--- src/hw/bci_regs.svh ---
// =============================================================
// constants of the boot command interpreter
// =============================================================
// opcodes, answer bytes, lengths and status codes; included by bare name
`ifndef BCI_REGS_SVH
`define BCI_REGS_SVH

// =============================================================
// opcodes
// =============================================================
`define BCI_OP_PING      8'h20
`define BCI_OP_DOWNLOAD  8'h21
`define BCI_OP_RUN       8'h22
`define BCI_OP_STATUS    8'h23
`define BCI_OP_SEND_DATA 8'h24
`define BCI_OP_RESET     8'h25

// =============================================================
// answer bytes and lengths
// =============================================================
`define BCI_ACK          8'hcc
`define BCI_NAK          8'h33
`define BCI_MIN_SIZE     8'h03
`define BCI_REPLY_SIZE   8'h03
`define BCI_DL_DATA_LEN  8'h09
`define BCI_RUN_DATA_LEN 8'h05
`define BCI_REPLY_LAST   2'h2

// =============================================================
// status codes (values arbitrary)
// =============================================================
`define BCI_STAT_OK      8'h01
`define BCI_STAT_UNKNOWN 8'h02
`define BCI_STAT_INVALID 8'h03
`define BCI_STAT_FAIL    8'h04

`endif

--- src/hw/bci_pkg.sv ---
// =============================================================
// types of the boot command interpreter
// =============================================================
// state encodings shared by the interpreter and its framer
package bci_pkg;

	typedef enum logic [2:0] {
		RX_SIZE = 3'b001,
		RX_SUM  = 3'b010,
		RX_DATA = 3'b100
	} bci_rx_state_t;

	typedef enum logic [8:0] {
		ST_IDLE    = 9'b000000001,
		ST_DECODE  = 9'b000000010,
		ST_ERASE   = 9'b000000100,
		ST_PROG    = 9'b000001000,
		ST_ANSWER  = 9'b000010000,
		ST_REPLY   = 9'b000100000,
		ST_HOSTACK = 9'b001000000,
		ST_RUN     = 9'b010000000,
		ST_RESET   = 9'b100000000
	} bci_state_t;

	typedef enum logic [3:0] {
		POST_NONE  = 4'b0001,
		POST_REPLY = 4'b0010,
		POST_RUN   = 4'b0100,
		POST_RESET = 4'b1000
	} bci_post_t;

endpackage

--- src/hw/bci_frame_rx.sv ---
// =============================================================
// packet framer: skips zero padding, counts, sums and checks
// =============================================================
// bytes arrive with valid/ready; accept_i gates intake
`timescale 1ns/1ps
`include "bci_regs.svh"

module bci_frame_rx (
	input  wire logic       clk_i,
	input  wire logic       rst_n_i,
	input  wire logic       rx_valid_i,
	input  wire logic [7:0] rx_data_i,
	input  wire logic       accept_i,
	output logic            rx_ready_o,
	output logic            byte_we_o,
	output logic      [7:0] byte_idx_o,
	output logic      [7:0] byte_data_o,
	output logic            pkt_done_o,
	output logic            pkt_ok_o,
	output logic      [7:0] pkt_len_o
);

	bci_pkg::bci_rx_state_t state_q, state_d;
	logic [7:0]             len_q, len_d;
	logic [7:0]             chk_q, chk_d;
	logic [7:0]             acc_q, acc_d;
	logic [7:0]             cnt_q, cnt_d;
	logic                   fire;

	// =============================================================
	// next state
	// =============================================================
	always_comb
	begin
		fire        = rx_valid_i & accept_i;
		rx_ready_o  = accept_i;
		byte_we_o   = 1'b0;
		byte_idx_o  = cnt_q;
		byte_data_o = rx_data_i;
		pkt_done_o  = 1'b0;
		pkt_ok_o    = 1'b0;
		pkt_len_o   = len_q;
		state_d     = state_q;
		len_d       = len_q;
		chk_d       = chk_q;
		acc_d       = acc_q;
		cnt_d       = cnt_q;
		unique case (state_q)
			bci_pkg::RX_SIZE:
			begin
				if (fire && rx_data_i != 8'h00)
				begin
					if (rx_data_i < `BCI_MIN_SIZE)
					begin
						pkt_done_o = 1'b1;
						len_d      = 8'h00;
					end
					else
					begin
						len_d   = rx_data_i - 8'h02;
						state_d = bci_pkg::RX_SUM;
					end
				end
			end
			bci_pkg::RX_SUM:
			begin
				if (fire)
				begin
					chk_d   = rx_data_i;
					acc_d   = 8'h00;
					cnt_d   = 8'h00;
					state_d = bci_pkg::RX_DATA;
				end
			end
			bci_pkg::RX_DATA:
			begin
				if (fire)
				begin
					byte_we_o = 1'b1;
					acc_d     = acc_q + rx_data_i;
					if (cnt_q == len_q - 8'h01)
					begin
						pkt_done_o = 1'b1;
						pkt_ok_o   = (acc_d == chk_q);
						state_d    = bci_pkg::RX_SIZE;
					end
					else
					begin
						cnt_d = cnt_q + 8'h01;
					end
				end
			end
		endcase
	end

	// =============================================================
	// registers
	// =============================================================
	always_ff @(posedge clk_i or negedge rst_n_i)
	begin
		if (!rst_n_i)
		begin
			state_q <= bci_pkg::RX_SIZE;
			len_q   <= 8'h00;
			chk_q   <= 8'h00;
			acc_q   <= 8'h00;
			cnt_q   <= 8'h00;
		end
		else
		begin
			state_q <= state_d;
			len_q   <= len_d;
			chk_q   <= chk_d;
			acc_q   <= acc_d;
			cnt_q   <= cnt_d;
		end
	end
endmodule

--- src/hw/bci_top.sv ---
// =============================================================
// boot command interpreter
// =============================================================
// serial bytes in and out by valid/ready; flash erase and program by
// request/done; run and software reset leave as one-cycle pulses
// Operation
// - status query returns last command result
// - status query three bytes; reply one status byte
// - download carries address then count, MSB first
// - download packet is eleven bytes long
// - download erases region before answering
// - each send data continues at next address
// - programming ends when count fully received
// - rejected send data leaves address unchanged
// - run packet seven bytes, one address
// - run acknowledges before transferring control
// - reset packet three bytes, no parameters
// - reset acknowledges before software reset
// - only reset reloads stack pointer by hardware
// - length byte, sum byte, then data bytes
// - answer acknowledge or not-acknowledge byte
// - leading zero bytes are ignored
`timescale 1ns/1ps
`include "bci_regs.svh"

module bci_top (
	input  wire logic        MCLK_I,
	input  wire logic        RESETN_I,
	input  wire logic        RX_VALID_I,
	input  wire logic [7:0]  RX_DATA_I,
	output logic             RX_READY_O,
	output logic             TX_VALID_O,
	output logic      [7:0]  TX_DATA_O,
	input  wire logic        TX_READY_I,
	output logic             ERASE_REQ_O,
	output logic      [31:0] ERASE_ADDR_O,
	output logic      [31:0] ERASE_COUNT_O,
	input  wire logic        ERASE_DONE_I,
	input  wire logic        ERASE_ERR_I,
	output logic             PROG_REQ_O,
	output logic      [31:0] PROG_ADDR_O,
	output logic      [7:0]  PROG_DATA_O,
	input  wire logic        PROG_DONE_I,
	input  wire logic        PROG_ERR_I,
	output logic             RUN_O,
	output logic      [31:0] RUN_ADDR_O,
	output logic             SWRESET_O
);

	logic                rst_meta_q;
	logic                rst_n;
	logic                rx_ready;
	logic                byte_we;
	logic [7:0]          byte_idx;
	logic [7:0]          byte_data;
	logic                pkt_done;
	logic                pkt_ok;
	logic [7:0]          pkt_len;
	logic [7:0]          buf_q [0:252];
	bci_pkg::bci_state_t state_q, state_d;
	bci_pkg::bci_post_t  post_q, post_d;
	logic                ok_q, ok_d;
	logic [7:0]          len_q, len_d;
	logic [7:0]          status_q, status_d;
	logic [31:0]         prog_addr_q, prog_addr_d;
	logic [31:0]         remain_q, remain_d;
	logic                dl_active_q, dl_active_d;
	logic [7:0]          idx_q, idx_d;
	logic [7:0]          prog_data_q, prog_data_d;
	logic [7:0]          tx_byte_q, tx_byte_d;
	logic [31:0]         run_addr_q, run_addr_d;
	logic [7:0]          last_tx_q;
	logic [7:0]          nbytes;
	logic                tx_fire;

	function automatic logic [31:0] be32(input logic [7:0] b3, input logic [7:0] b2,
		input logic [7:0] b1, input logic [7:0] b0);
		be32 = {b3, b2, b1, b0};
	endfunction

	// =============================================================
	// reset release
	// =============================================================
	always_ff @(posedge MCLK_I or negedge RESETN_I)
	begin
		if (!RESETN_I)
		begin
			rst_meta_q <= 1'b0;
			rst_n      <= 1'b0;
		end
		else
		begin
			rst_meta_q <= 1'b1;
			rst_n      <= rst_meta_q;
		end
	end

	// =============================================================
	// framer
	// =============================================================
	bci_frame_rx u_frame (
		.clk_i       (MCLK_I),
		.rst_n_i     (rst_n),
		.rx_valid_i  (RX_VALID_I),
		.rx_data_i   (RX_DATA_I),
		.accept_i    (state_q == bci_pkg::ST_IDLE),
		.rx_ready_o  (rx_ready),
		.byte_we_o   (byte_we),
		.byte_idx_o  (byte_idx),
		.byte_data_o (byte_data),
		.pkt_done_o  (pkt_done),
		.pkt_ok_o    (pkt_ok),
		.pkt_len_o   (pkt_len)
	);

	always_ff @(posedge MCLK_I)
	begin
		if (byte_we)
			buf_q[byte_idx] <= byte_data;
	end

	// =============================================================
	// ports
	// =============================================================
	assign RX_READY_O    = rx_ready | (state_q == bci_pkg::ST_HOSTACK);
	assign TX_VALID_O    = (state_q == bci_pkg::ST_ANSWER) | (state_q == bci_pkg::ST_REPLY);
	assign TX_DATA_O     = tx_byte_q;
	assign tx_fire       = TX_VALID_O & TX_READY_I;
	assign ERASE_REQ_O   = (state_q == bci_pkg::ST_ERASE);
	assign ERASE_ADDR_O  = prog_addr_q;
	assign ERASE_COUNT_O = remain_q;
	assign PROG_REQ_O    = (state_q == bci_pkg::ST_PROG);
	assign PROG_ADDR_O   = prog_addr_q;
	assign PROG_DATA_O   = prog_data_q;
	assign RUN_O         = (state_q == bci_pkg::ST_RUN);
	assign RUN_ADDR_O    = run_addr_q;
	assign SWRESET_O     = (state_q == bci_pkg::ST_RESET);
	assign nbytes        = len_q - 8'h01;

	// =============================================================
	// command sequencer
	// =============================================================
	always_comb
	begin
		state_d     = state_q;
		post_d      = post_q;
		ok_d        = ok_q;
		len_d       = len_q;
		status_d    = status_q;
		prog_addr_d = prog_addr_q;
		remain_d    = remain_q;
		dl_active_d = dl_active_q;
		idx_d       = idx_q;
		prog_data_d = prog_data_q;
		tx_byte_d   = tx_byte_q;
		run_addr_d  = run_addr_q;
		unique case (state_q)
			bci_pkg::ST_IDLE:
			begin
				if (pkt_done)
				begin
					ok_d    = pkt_ok;
					len_d   = pkt_len;
					state_d = bci_pkg::ST_DECODE;
				end
			end
			bci_pkg::ST_DECODE:
			begin
				tx_byte_d = `BCI_ACK;
				post_d    = bci_pkg::POST_NONE;
				state_d   = bci_pkg::ST_ANSWER;
				if (!ok_q)
					tx_byte_d = `BCI_NAK;
				else
				begin
					case (buf_q[0])
						`BCI_OP_PING:
							status_d = `BCI_STAT_OK;
						`BCI_OP_STATUS:
							post_d = bci_pkg::POST_REPLY;
						`BCI_OP_DOWNLOAD:
						begin
							dl_active_d = 1'b0;
							prog_addr_d = be32(buf_q[1], buf_q[2], buf_q[3], buf_q[4]);
							remain_d    = be32(buf_q[5], buf_q[6], buf_q[7], buf_q[8]);
							if (len_q != `BCI_DL_DATA_LEN || remain_d == 32'h0)
								status_d = `BCI_STAT_INVALID;
							else
								state_d = bci_pkg::ST_ERASE;
						end
						`BCI_OP_SEND_DATA:
						begin
							if (!dl_active_q || nbytes == 8'h00 || {24'h0, nbytes} > remain_q)
								status_d = `BCI_STAT_INVALID;
							else
							begin
								idx_d       = 8'h01;
								prog_data_d = buf_q[1];
								state_d     = bci_pkg::ST_PROG;
							end
						end
						`BCI_OP_RUN:
						begin
							if (len_q != `BCI_RUN_DATA_LEN)
								status_d = `BCI_STAT_INVALID;
							else
							begin
								run_addr_d = be32(buf_q[1], buf_q[2], buf_q[3], buf_q[4]);
								status_d   = `BCI_STAT_OK;
								post_d     = bci_pkg::POST_RUN;
							end
						end
						`BCI_OP_RESET:
							post_d = bci_pkg::POST_RESET;
						default:
							status_d = `BCI_STAT_UNKNOWN;
					endcase
				end
			end
			bci_pkg::ST_ERASE:
			begin
				if (ERASE_DONE_I)
				begin
					status_d    = ERASE_ERR_I ? `BCI_STAT_FAIL : `BCI_STAT_OK;
					dl_active_d = !ERASE_ERR_I;
					state_d     = bci_pkg::ST_ANSWER;
				end
			end
			bci_pkg::ST_PROG:
			begin
				if (PROG_DONE_I)
				begin
					if (PROG_ERR_I)
					begin
						status_d    = `BCI_STAT_FAIL;
						dl_active_d = 1'b0;
						state_d     = bci_pkg::ST_ANSWER;
					end
					else
					begin
						prog_addr_d = prog_addr_q + 32'h1;
						remain_d    = remain_q - 32'h1;
						if (remain_q == 32'h1)
							dl_active_d = 1'b0;
						if (idx_q == nbytes)
						begin
							status_d = `BCI_STAT_OK;
							state_d  = bci_pkg::ST_ANSWER;
						end
						else
						begin
							idx_d       = idx_q + 8'h01;
							prog_data_d = buf_q[idx_d];
						end
					end
				end
			end
			bci_pkg::ST_ANSWER:
			begin
				if (TX_READY_I)
				begin
					unique case (post_q)
						bci_pkg::POST_NONE:
							state_d = bci_pkg::ST_IDLE;
						bci_pkg::POST_REPLY:
						begin
							tx_byte_d = `BCI_REPLY_SIZE;
							idx_d     = 8'h00;
							state_d   = bci_pkg::ST_REPLY;
						end
						bci_pkg::POST_RUN:
							state_d = bci_pkg::ST_RUN;
						bci_pkg::POST_RESET:
							state_d = bci_pkg::ST_RESET;
					endcase
				end
			end
			bci_pkg::ST_REPLY:
			begin
				if (TX_READY_I)
				begin
					tx_byte_d = status_q;
					idx_d     = idx_q + 8'h01;
					if (idx_q[1:0] == `BCI_REPLY_LAST)
						state_d = bci_pkg::ST_HOSTACK;
				end
			end
			bci_pkg::ST_HOSTACK:
			begin
				if (RX_VALID_I && RX_DATA_I != 8'h00)
					state_d = bci_pkg::ST_IDLE;
			end
			bci_pkg::ST_RUN:
				state_d = bci_pkg::ST_IDLE;
			bci_pkg::ST_RESET:
			begin
				dl_active_d = 1'b0;
				status_d    = `BCI_STAT_OK;
				state_d     = bci_pkg::ST_IDLE;
			end
		endcase
	end

	always_ff @(posedge MCLK_I or negedge rst_n)
	begin
		if (!rst_n)
		begin
			state_q     <= bci_pkg::ST_IDLE;
			post_q      <= bci_pkg::POST_NONE;
			ok_q        <= 1'b0;
			len_q       <= 8'h00;
			status_q    <= `BCI_STAT_OK;
			prog_addr_q <= 32'h0;
			remain_q    <= 32'h0;
			dl_active_q <= 1'b0;
			idx_q       <= 8'h00;
			prog_data_q <= 8'h00;
			tx_byte_q   <= 8'h00;
			run_addr_q  <= 32'h0;
			last_tx_q   <= 8'h00;
		end
		else
		begin
			state_q     <= state_d;
			post_q      <= post_d;
			ok_q        <= ok_d;
			len_q       <= len_d;
			status_q    <= status_d;
			prog_addr_q <= prog_addr_d;
			remain_q    <= remain_d;
			dl_active_q <= dl_active_d;
			idx_q       <= idx_d;
			prog_data_q <= prog_data_d;
			tx_byte_q   <= tx_byte_d;
			run_addr_q  <= run_addr_d;
			if (tx_fire)
				last_tx_q <= tx_byte_q;
		end
	end
endmodule

--- config.mk ---
export PLATFORM = sky130hd
export DESIGN_NAME = bci_top
export DESIGN_NICKNAME = d
export VERILOG_FILES = /design/src/hw/bci_pkg.sv /design/src/hw/bci_frame_rx.sv /design/src/hw/bci_top.sv
export VERILOG_INCLUDE_DIRS = /design/src /design/src/hw
export SDC_FILE = /design/constraint.sdc
export NUM_CORES = 2
export LEC_CHECK = 0
export ABC_AREA = 1
export BUFFER_PORTS_ARGS = -buffer_cell sky130_fd_sc_hd__buf_2
export CAP_MARGIN = 20
export CORE_MARGIN = 2
export CORE_UTILIZATION = 55
export CTS_BUF_LIST = sky130_fd_sc_hd__clkbuf_8
export DETAILED_ROUTE_END_ITERATION = 10
export PLACE_DENSITY = 0.67
export SLEW_MARGIN = 25
export SYNTH_ARGS = -nofsm -noshare
export SYNTH_HDL_FRONTEND = slang
export SYNTH_SLANG_ARGS = --single-unit
--- constraint.sdc ---
create_clock -name MCLK_I -period 9 [get_ports MCLK_I]
set_input_delay 0.45 -clock MCLK_I [delete_from_list [all_inputs] [get_ports MCLK_I]]
set_output_delay 0.45 -clock MCLK_I [all_outputs]
set_load 0.01 [all_outputs]
Word-level counts from Yosys, hierarchy flattened
Memory sizes are Yosys's and may differ from the RTL's.
Cells that the tools add are included.
- bits of input ports: 16
- flip-flop bits (word level): 188
- logic and storage cells: 212
- output and inout port bits: 150
- memories: 1
- bits in writable memories: 2024
- bitwise logic cells: 4
- equal/unequal tests: 54
- $lt $le $gt $ge: 2
- muxes and demuxes: 93
- reduce and logical (&&, ||, !) cells: 31
- $add $sub $neg: 8
- memories (memory ; words ; bits a word ; rd ports ; clocked after Yosys merged registers in ; wr ports ; line ; source):
    buf_q ; 253 ; 8 ; 10 ; 0 ; 1 ; bci_top.sv:59 ; logic [7:0] buf_q [0:252];
- operators by type and width (operator ; number):
    $mux W32 ; 8
    $mux W8 ; 31
    $pmux W32 S2 ; 2
    $mux W9 ; 9
    $pmux W9 S8 ; 1
    $pmux W8 S4 ; 2
    $eq A8 B6 Y1 const B ; 6
    $pmux W8 S2 ; 3
    $pmux W8 S5 ; 1
    $pmux W9 S4 ; 1
    $add A32 B1 Y32 const B ; 1
    $eq A32 B1 Y1 const B ; 1
    $gt A8 B32 Y1 ; 1
    $logic_not A32 Y1 ; 1
    $sub A32 B1 Y32 const B ; 1
    $eq A8 B8 Y1 ; 3
    $ne A2 B1 Y1 const B ; 12
    $pmux W8 S3 ; 1
    $mux W3 ; 7
    $ne A2 B2 Y1 const B ; 9
    $mux W1 ; 17
    $add A8 B1 Y8 const B ; 2
    $reduce_and A8 Y1 ; 2
    $sub A8 B1 Y8 const B ; 2
    51 further kinds ; 68

Longest topological paths before layout
- depth after elaboration: 8
- mapped depth: 19
- gate-level depth less buffers: 19

Cells and area by module
From an unflattened synthesis, not the netlist that was laid out.
- cell total of the unflattened synthesis: 8461
- area total of the unflattened synthesis: 94217.9 um2
- modules (own cells, without submodules) (module ; sequential area each (um2) ; cells an instance ; area each (um2) ; times used):
    bci_top ; 65131.2 ; 8150 ; 91823.1 ; 1
    bci_frame_rx ; 877.1 ; 311 ; 2394.8 ; 1

Least setup slack after synthesis
Ideal clock, no wire load.
- path type: reg-to-reg
- from: reg idx_q[0]
- to: reg prog_data_q[0], in the netlist PROG_DATA_O[0]
- arrival: 2.702 ns
- slack: 6.177 ns
- cell stages (with the launch flop): 19
- period minus slack after synthesis: 2.823 ns
- path buffers: 6
- path through: dfrtp_1 inv_2 buf_2 buf_2 buf_2 ha_1 buf_2 inv_2 buf_2 clkbuf_1 nand3_1 nand3_1 nand3_1 nand3_1 nand3_1 nand3_1 nand3_1 nand3_1 a21oi_1
- cells in the longest elaborated chain, start to end: 6
- RTL lines (item ; line ; source):
    start: declaration ; bci_top.sv:68 ; logic [7:0] idx_q, idx_d;
    start signal: assignment ; bci_top.sv:332 ; idx_q <= idx_d;
    $add A8 B1 Y8 ; bci_top.sv:252 ; idx_d = idx_q + 8'h01;
    $mem_v2 Z253 W8 ; - ;
    $mux W8 ; bci_top.sv:245 ; if (idx_q == nbytes)
    $mux W8 ; bci_top.sv:233 ; if (PROG_ERR_I)
    $mux W8 ; bci_top.sv:231 ; if (PROG_DONE_I)
    $pmux W8 S2 ; bci_top.sv:157 ; unique case (state_q)
    end signal: assignment ; bci_top.sv:333 ; prog_data_q <= prog_data_d;
    end: declaration ; bci_top.sv:69 ; logic [7:0] prog_data_q, prog_data_d;
Several ways; a longest one is shown, not always the timed one. The select of a mux whose other input is x is not followed.
A chain may end at the register's enable or synchronous reset.

Final worst setup path
- from: reg idx_q[0]
- to: reg prog_data_q[4], in the netlist PROG_DATA_O[4]
Same word-level chain as after synthesis.

==> metrics.yaml <==
pwr:
  p_sw_share_pct: 32.5
  internal_power_uw: 17300
  switchingPower_uw: 8330
  clkPwrFrac_pct: 32.0
  combPwrFrac_pct: 21.6
  leakage_uw: 0.0381
  powerDensity_nw_per_um2: 248
  ir_worst_vdd_mv: 0.212
  p_seq_share_pct: 46.4
drt:
  via_count: 66650
  top_layer: "met4"
  wl_per_cell_um: 24.0
  via_per_inst: 5.97
  met3_length_mm: 26.1
  met1Wirelength_mm: 108
  wirelength_mm: 268
  drt_pass1_iterations: 6
  final_antenna_net_count: 0
  drtIter0Drc: 8950
  route.met2.wl_mm: 124
  route.detailed.drc: 0
setup_path:
  required_ns: 9.89
  slowest_stage: "dfrtp_4"
  worstRegToRegCells: 13
  r2r_start: "idx_q[0]$_DFFE_PN0P_"
  r2r_setup_slack_ns: 3.33
  cpPeakStageDelay_ns: 1.04
  crit_path_max_fanout: 183
  path_common_cell: "nand3_1"
  arrival_ns: 6.56
  reg2reg_to: "PROG_DATA_O[4]$_DFFE_PN0P_"
  path_buf_inv: 3
  cp-end-kind: "register"
  crit_family: "buffers and inverters"
  crit_cells: 13
  crit_type: "register to register"
  path_cells: "inv_8 -> ha_4 -> buf_12 -> buf_4 -> nand3_1 -> nand3_1 -> nand3_1 -> nand3_1 -> nand3_1 -> nand3_1 -> nand3_1 -> nand3_1 -> a21oi_1"
  worstSetupStartpointType: "register"
synth:
  async_flop_share_pct: 8.08
  synthAdderAreaFrac_pct: 0.404
  netlist_area_um2: 94700
  synthDistinctLibCells: 62
  avgSynthCellArea_um2: 11.1
  synth_edf_count: 2048
  synthFlopType: "edfxtp_1"
  synth_top_family_by_area: "simple AND/OR/NAND/NOR gates"
  synth_compound_area_share_pct: 1.59
  yosysSeqAreaShare_pct: 69.7
  synth-xor-area-share_pct: 0.832
  synth-simple-area-share_pct: 23.5
  synthesis.instances: 8501
  yosysWarnings: 0
  synth_nets: 8547
  ys_ff_latch: 2228
  synth_mux_area_share_pct: 0.199
sta:
  period_share_pct: 63.0
  setup_tns_ns: 0
  skew_ns: 0.0636
  slew_violations: 0
  hold_ws_ns: 0.272
  setup_viol: 0
  max-slew-margin-rel_pct: 14.9
  max_freq_mhz: 176
  hold_viol: 0
  post-route-min-period_ns: 5.67
  worst_slew_pin_slew_ns: 1.28
  rsz0062_at_grt: "false"
  setup_ws_ns: 3.33
cts:
  root_buffer: "clkbuf_8"
  clockBufferDepth: 4
  clk_pin_slew_ns: 0.06
  clk_latency_ns: 1.08
  cts_resized: 0
  tritoncts: "done"
  cts_inserted_buffers: 374
  htree_levels: 5
  clock_sinks: 2228
cells_and_area:
  drive_above_1_share_pct: 8.77
  postLayoutCellArea_um2: 103000
  fin_nets: 8630
  layout_common_cells: "nand2_1 (2378), nand3_1 (2118), edfxtp_1 (2048), nor2_1 (428), clkbuf_8 (383)"
  syn_to_final_growth_pct: 9.23
  final_common_cell: "nand2_1"
die:
  die_width_um: 419
  rows: 152
  core_area_um2: 171000
  die_h_um: 419
  dieArea_um2: 176000
  initial_utilization_pct: 55.3
  io_pins: 166
run_status:
  status: "finished clean"
placed_design:
  io_buffers: 165
  dp_hpwl_mm: 151
  place_area_um2: 96700
  dp_slack_ns: 3.57
  place.gp.congestion: 0.911
min_path:
  hold_depth: 4
  whs_endpoint: "state_q[2]$_DFFE_PN0P_"
  worstHoldStart: "ERASE_DONE_I"
  min_path_type: "input pin to register"
global_routing:
  grt_use_total_pct: 30.4
  grt_max_degree: 221
  grt_pass1_vias: 63775
  antenna_found_initial: 5
  grt-ovfl-total: 0
  grt_pass1_wl_mm: 401
run:
  cap_violations: 0
metrics by stage:
stage               util, %  cells  power, uW
global placement       56.4  10500      17500
detailed placement     56.4  10500      17500
finish                 60.4  11172      25600
CTS                    60.4  11169      25600
global route           60.4  11171      26700
floorplan                 -   8501      15800
routing by layer:
| layer | up-vias | track usage [%] |
|---|---|---|
| met5 | - | 0 |
| met3 | 543 | 5.73 |
| met1 | 32544 | 42.9 |
| met2 | 3564 | 47.2 |
| met4 | 0 | 11.6 |
| li1 | 29999 | - |
final cells by class:
| type | count | area, um2 |
|---|---|---|
| diodes | 3 | 7.51 |
| clock buffers | 383 | 5270 |
| clock inverters | 268 | 1320 |
| fillers | 13876 | 67900 |
| inverters | 233 | 897 |
| multi-input cells | 5488 | 25200 |
| flip-flops and latches | 2228 | 66000 |
| well taps | 2310 | 2890 |
| repair buffers | 259 | 1810 |
power groups by stage:
stage                     sequential (uW)  combinational (uW)  clock, uW
after floorplan                     12000                3730          0
after global placement              12100                5390          0
after detailed placement            12100                5450          0
after CTS                           11900                5470       8270
after global routing                11900                6080       8730
final                               11900                5540       8190
worst max path at each step:
stage,startpoint,to,slack [ns]
2_1_floorplan,rst_n$_DFF_PN0_,ERASE_ADDR_O[0]$_DFFE_PN0P_,3.62
3_3_place_gp,idx_q[0]$_DFFE_PN0P_,PROG_DATA_O[4]$_DFFE_PN0P_,3.62
3_5_place_dp,idx_q[0]$_DFFE_PN0P_,PROG_DATA_O[7]$_DFFE_PN0P_,3.57
4_1_cts,idx_q[0]$_DFFE_PN0P_,PROG_DATA_O[4]$_DFFE_PN0P_,3.52
5_1_grt,idx_q[0]$_DFFE_PN0P_,PROG_DATA_O[5]$_DFFE_PN0P_,3.12
6_report,idx_q[0]$_DFFE_PN0P_,PROG_DATA_O[4]$_DFFE_PN0P_,3.33
logic make-up after synthesis:
| logic type | Yosys count |
|---|---|
| adders and majority gates | 30 |
| xor gates and xnor gates | 86 |
| and+or+nand+nor | 5080 |
| buffers and inverters | 785 |
| other | 1 |
| DFF | 2228 |
| muxes | 17 |
| AOI/OAI and AO/OA | 274 |
flip-flops by register name (all words and copies together), names as in the netlist, 9 cells and up:
name	count
buf_q	2048
ERASE_ADDR_O	32
ERASE_COUNT_O	32
RUN_ADDR_O	32
state_q	9
cell usage after synthesis (3+ instances only):
library cell	count	area share (%)
a21oi_1	60	0.32
a22o_1	3	0.028
a31oi_1	7	0.046
buf_1	42	0.17
buf_2	267	1.4
buf_4	38	0.30
buf_6	17	0.20
clkbuf_1	188	0.75
dfrtp_1	176	4.7
dfstp_2	4	0.11
edfxtp_1	2048	65
ha_1	29	0.38
inv_1	216	0.86
inv_2	14	0.055
mux2_2	15	0.18
nand2_1	2381	9.4
nand2_2	5	0.033
nand2_4	16	0.19
nand3_1	2118	11
nand3b_1	6	0.048
nand4_1	40	0.26
nor2_1	430	1.7
nor2_2	7	0.046
nor2_8	5	0.11
nor3_1	43	0.23
nor3_2	3	0.032
nor4_1	9	0.059
o211ai_1	17	0.13
o21ai_0	156	0.82
o21ai_1	9	0.048
o22ai_1	8	0.053
or2_2	5	0.033
xnor2_1	12	0.11
xor2_1	71	0.66
timing repair:
item | in CTS | in global routing
setup buffers | 0 | 0
hold buffers | 18 | 0
endpoints found under the hold margin | 322 | 0
worst reg2reg max path: stages (launching register included):
cell and delay [ns]:
dfrtp_4 1.04, inv_8 0.54, ha_4 0.72, buf_12 0.71
buf_4 1.09, nand3_1 0.19, nand3_1 0.15, nand3_1 0.21
nand3_1 0.18, nand3_1 0.18, nand3_1 0.16, nand3_1 0.19
nand3_1 0.12, a21oi_1 0.06
Power figures use the tool's default switching activity.
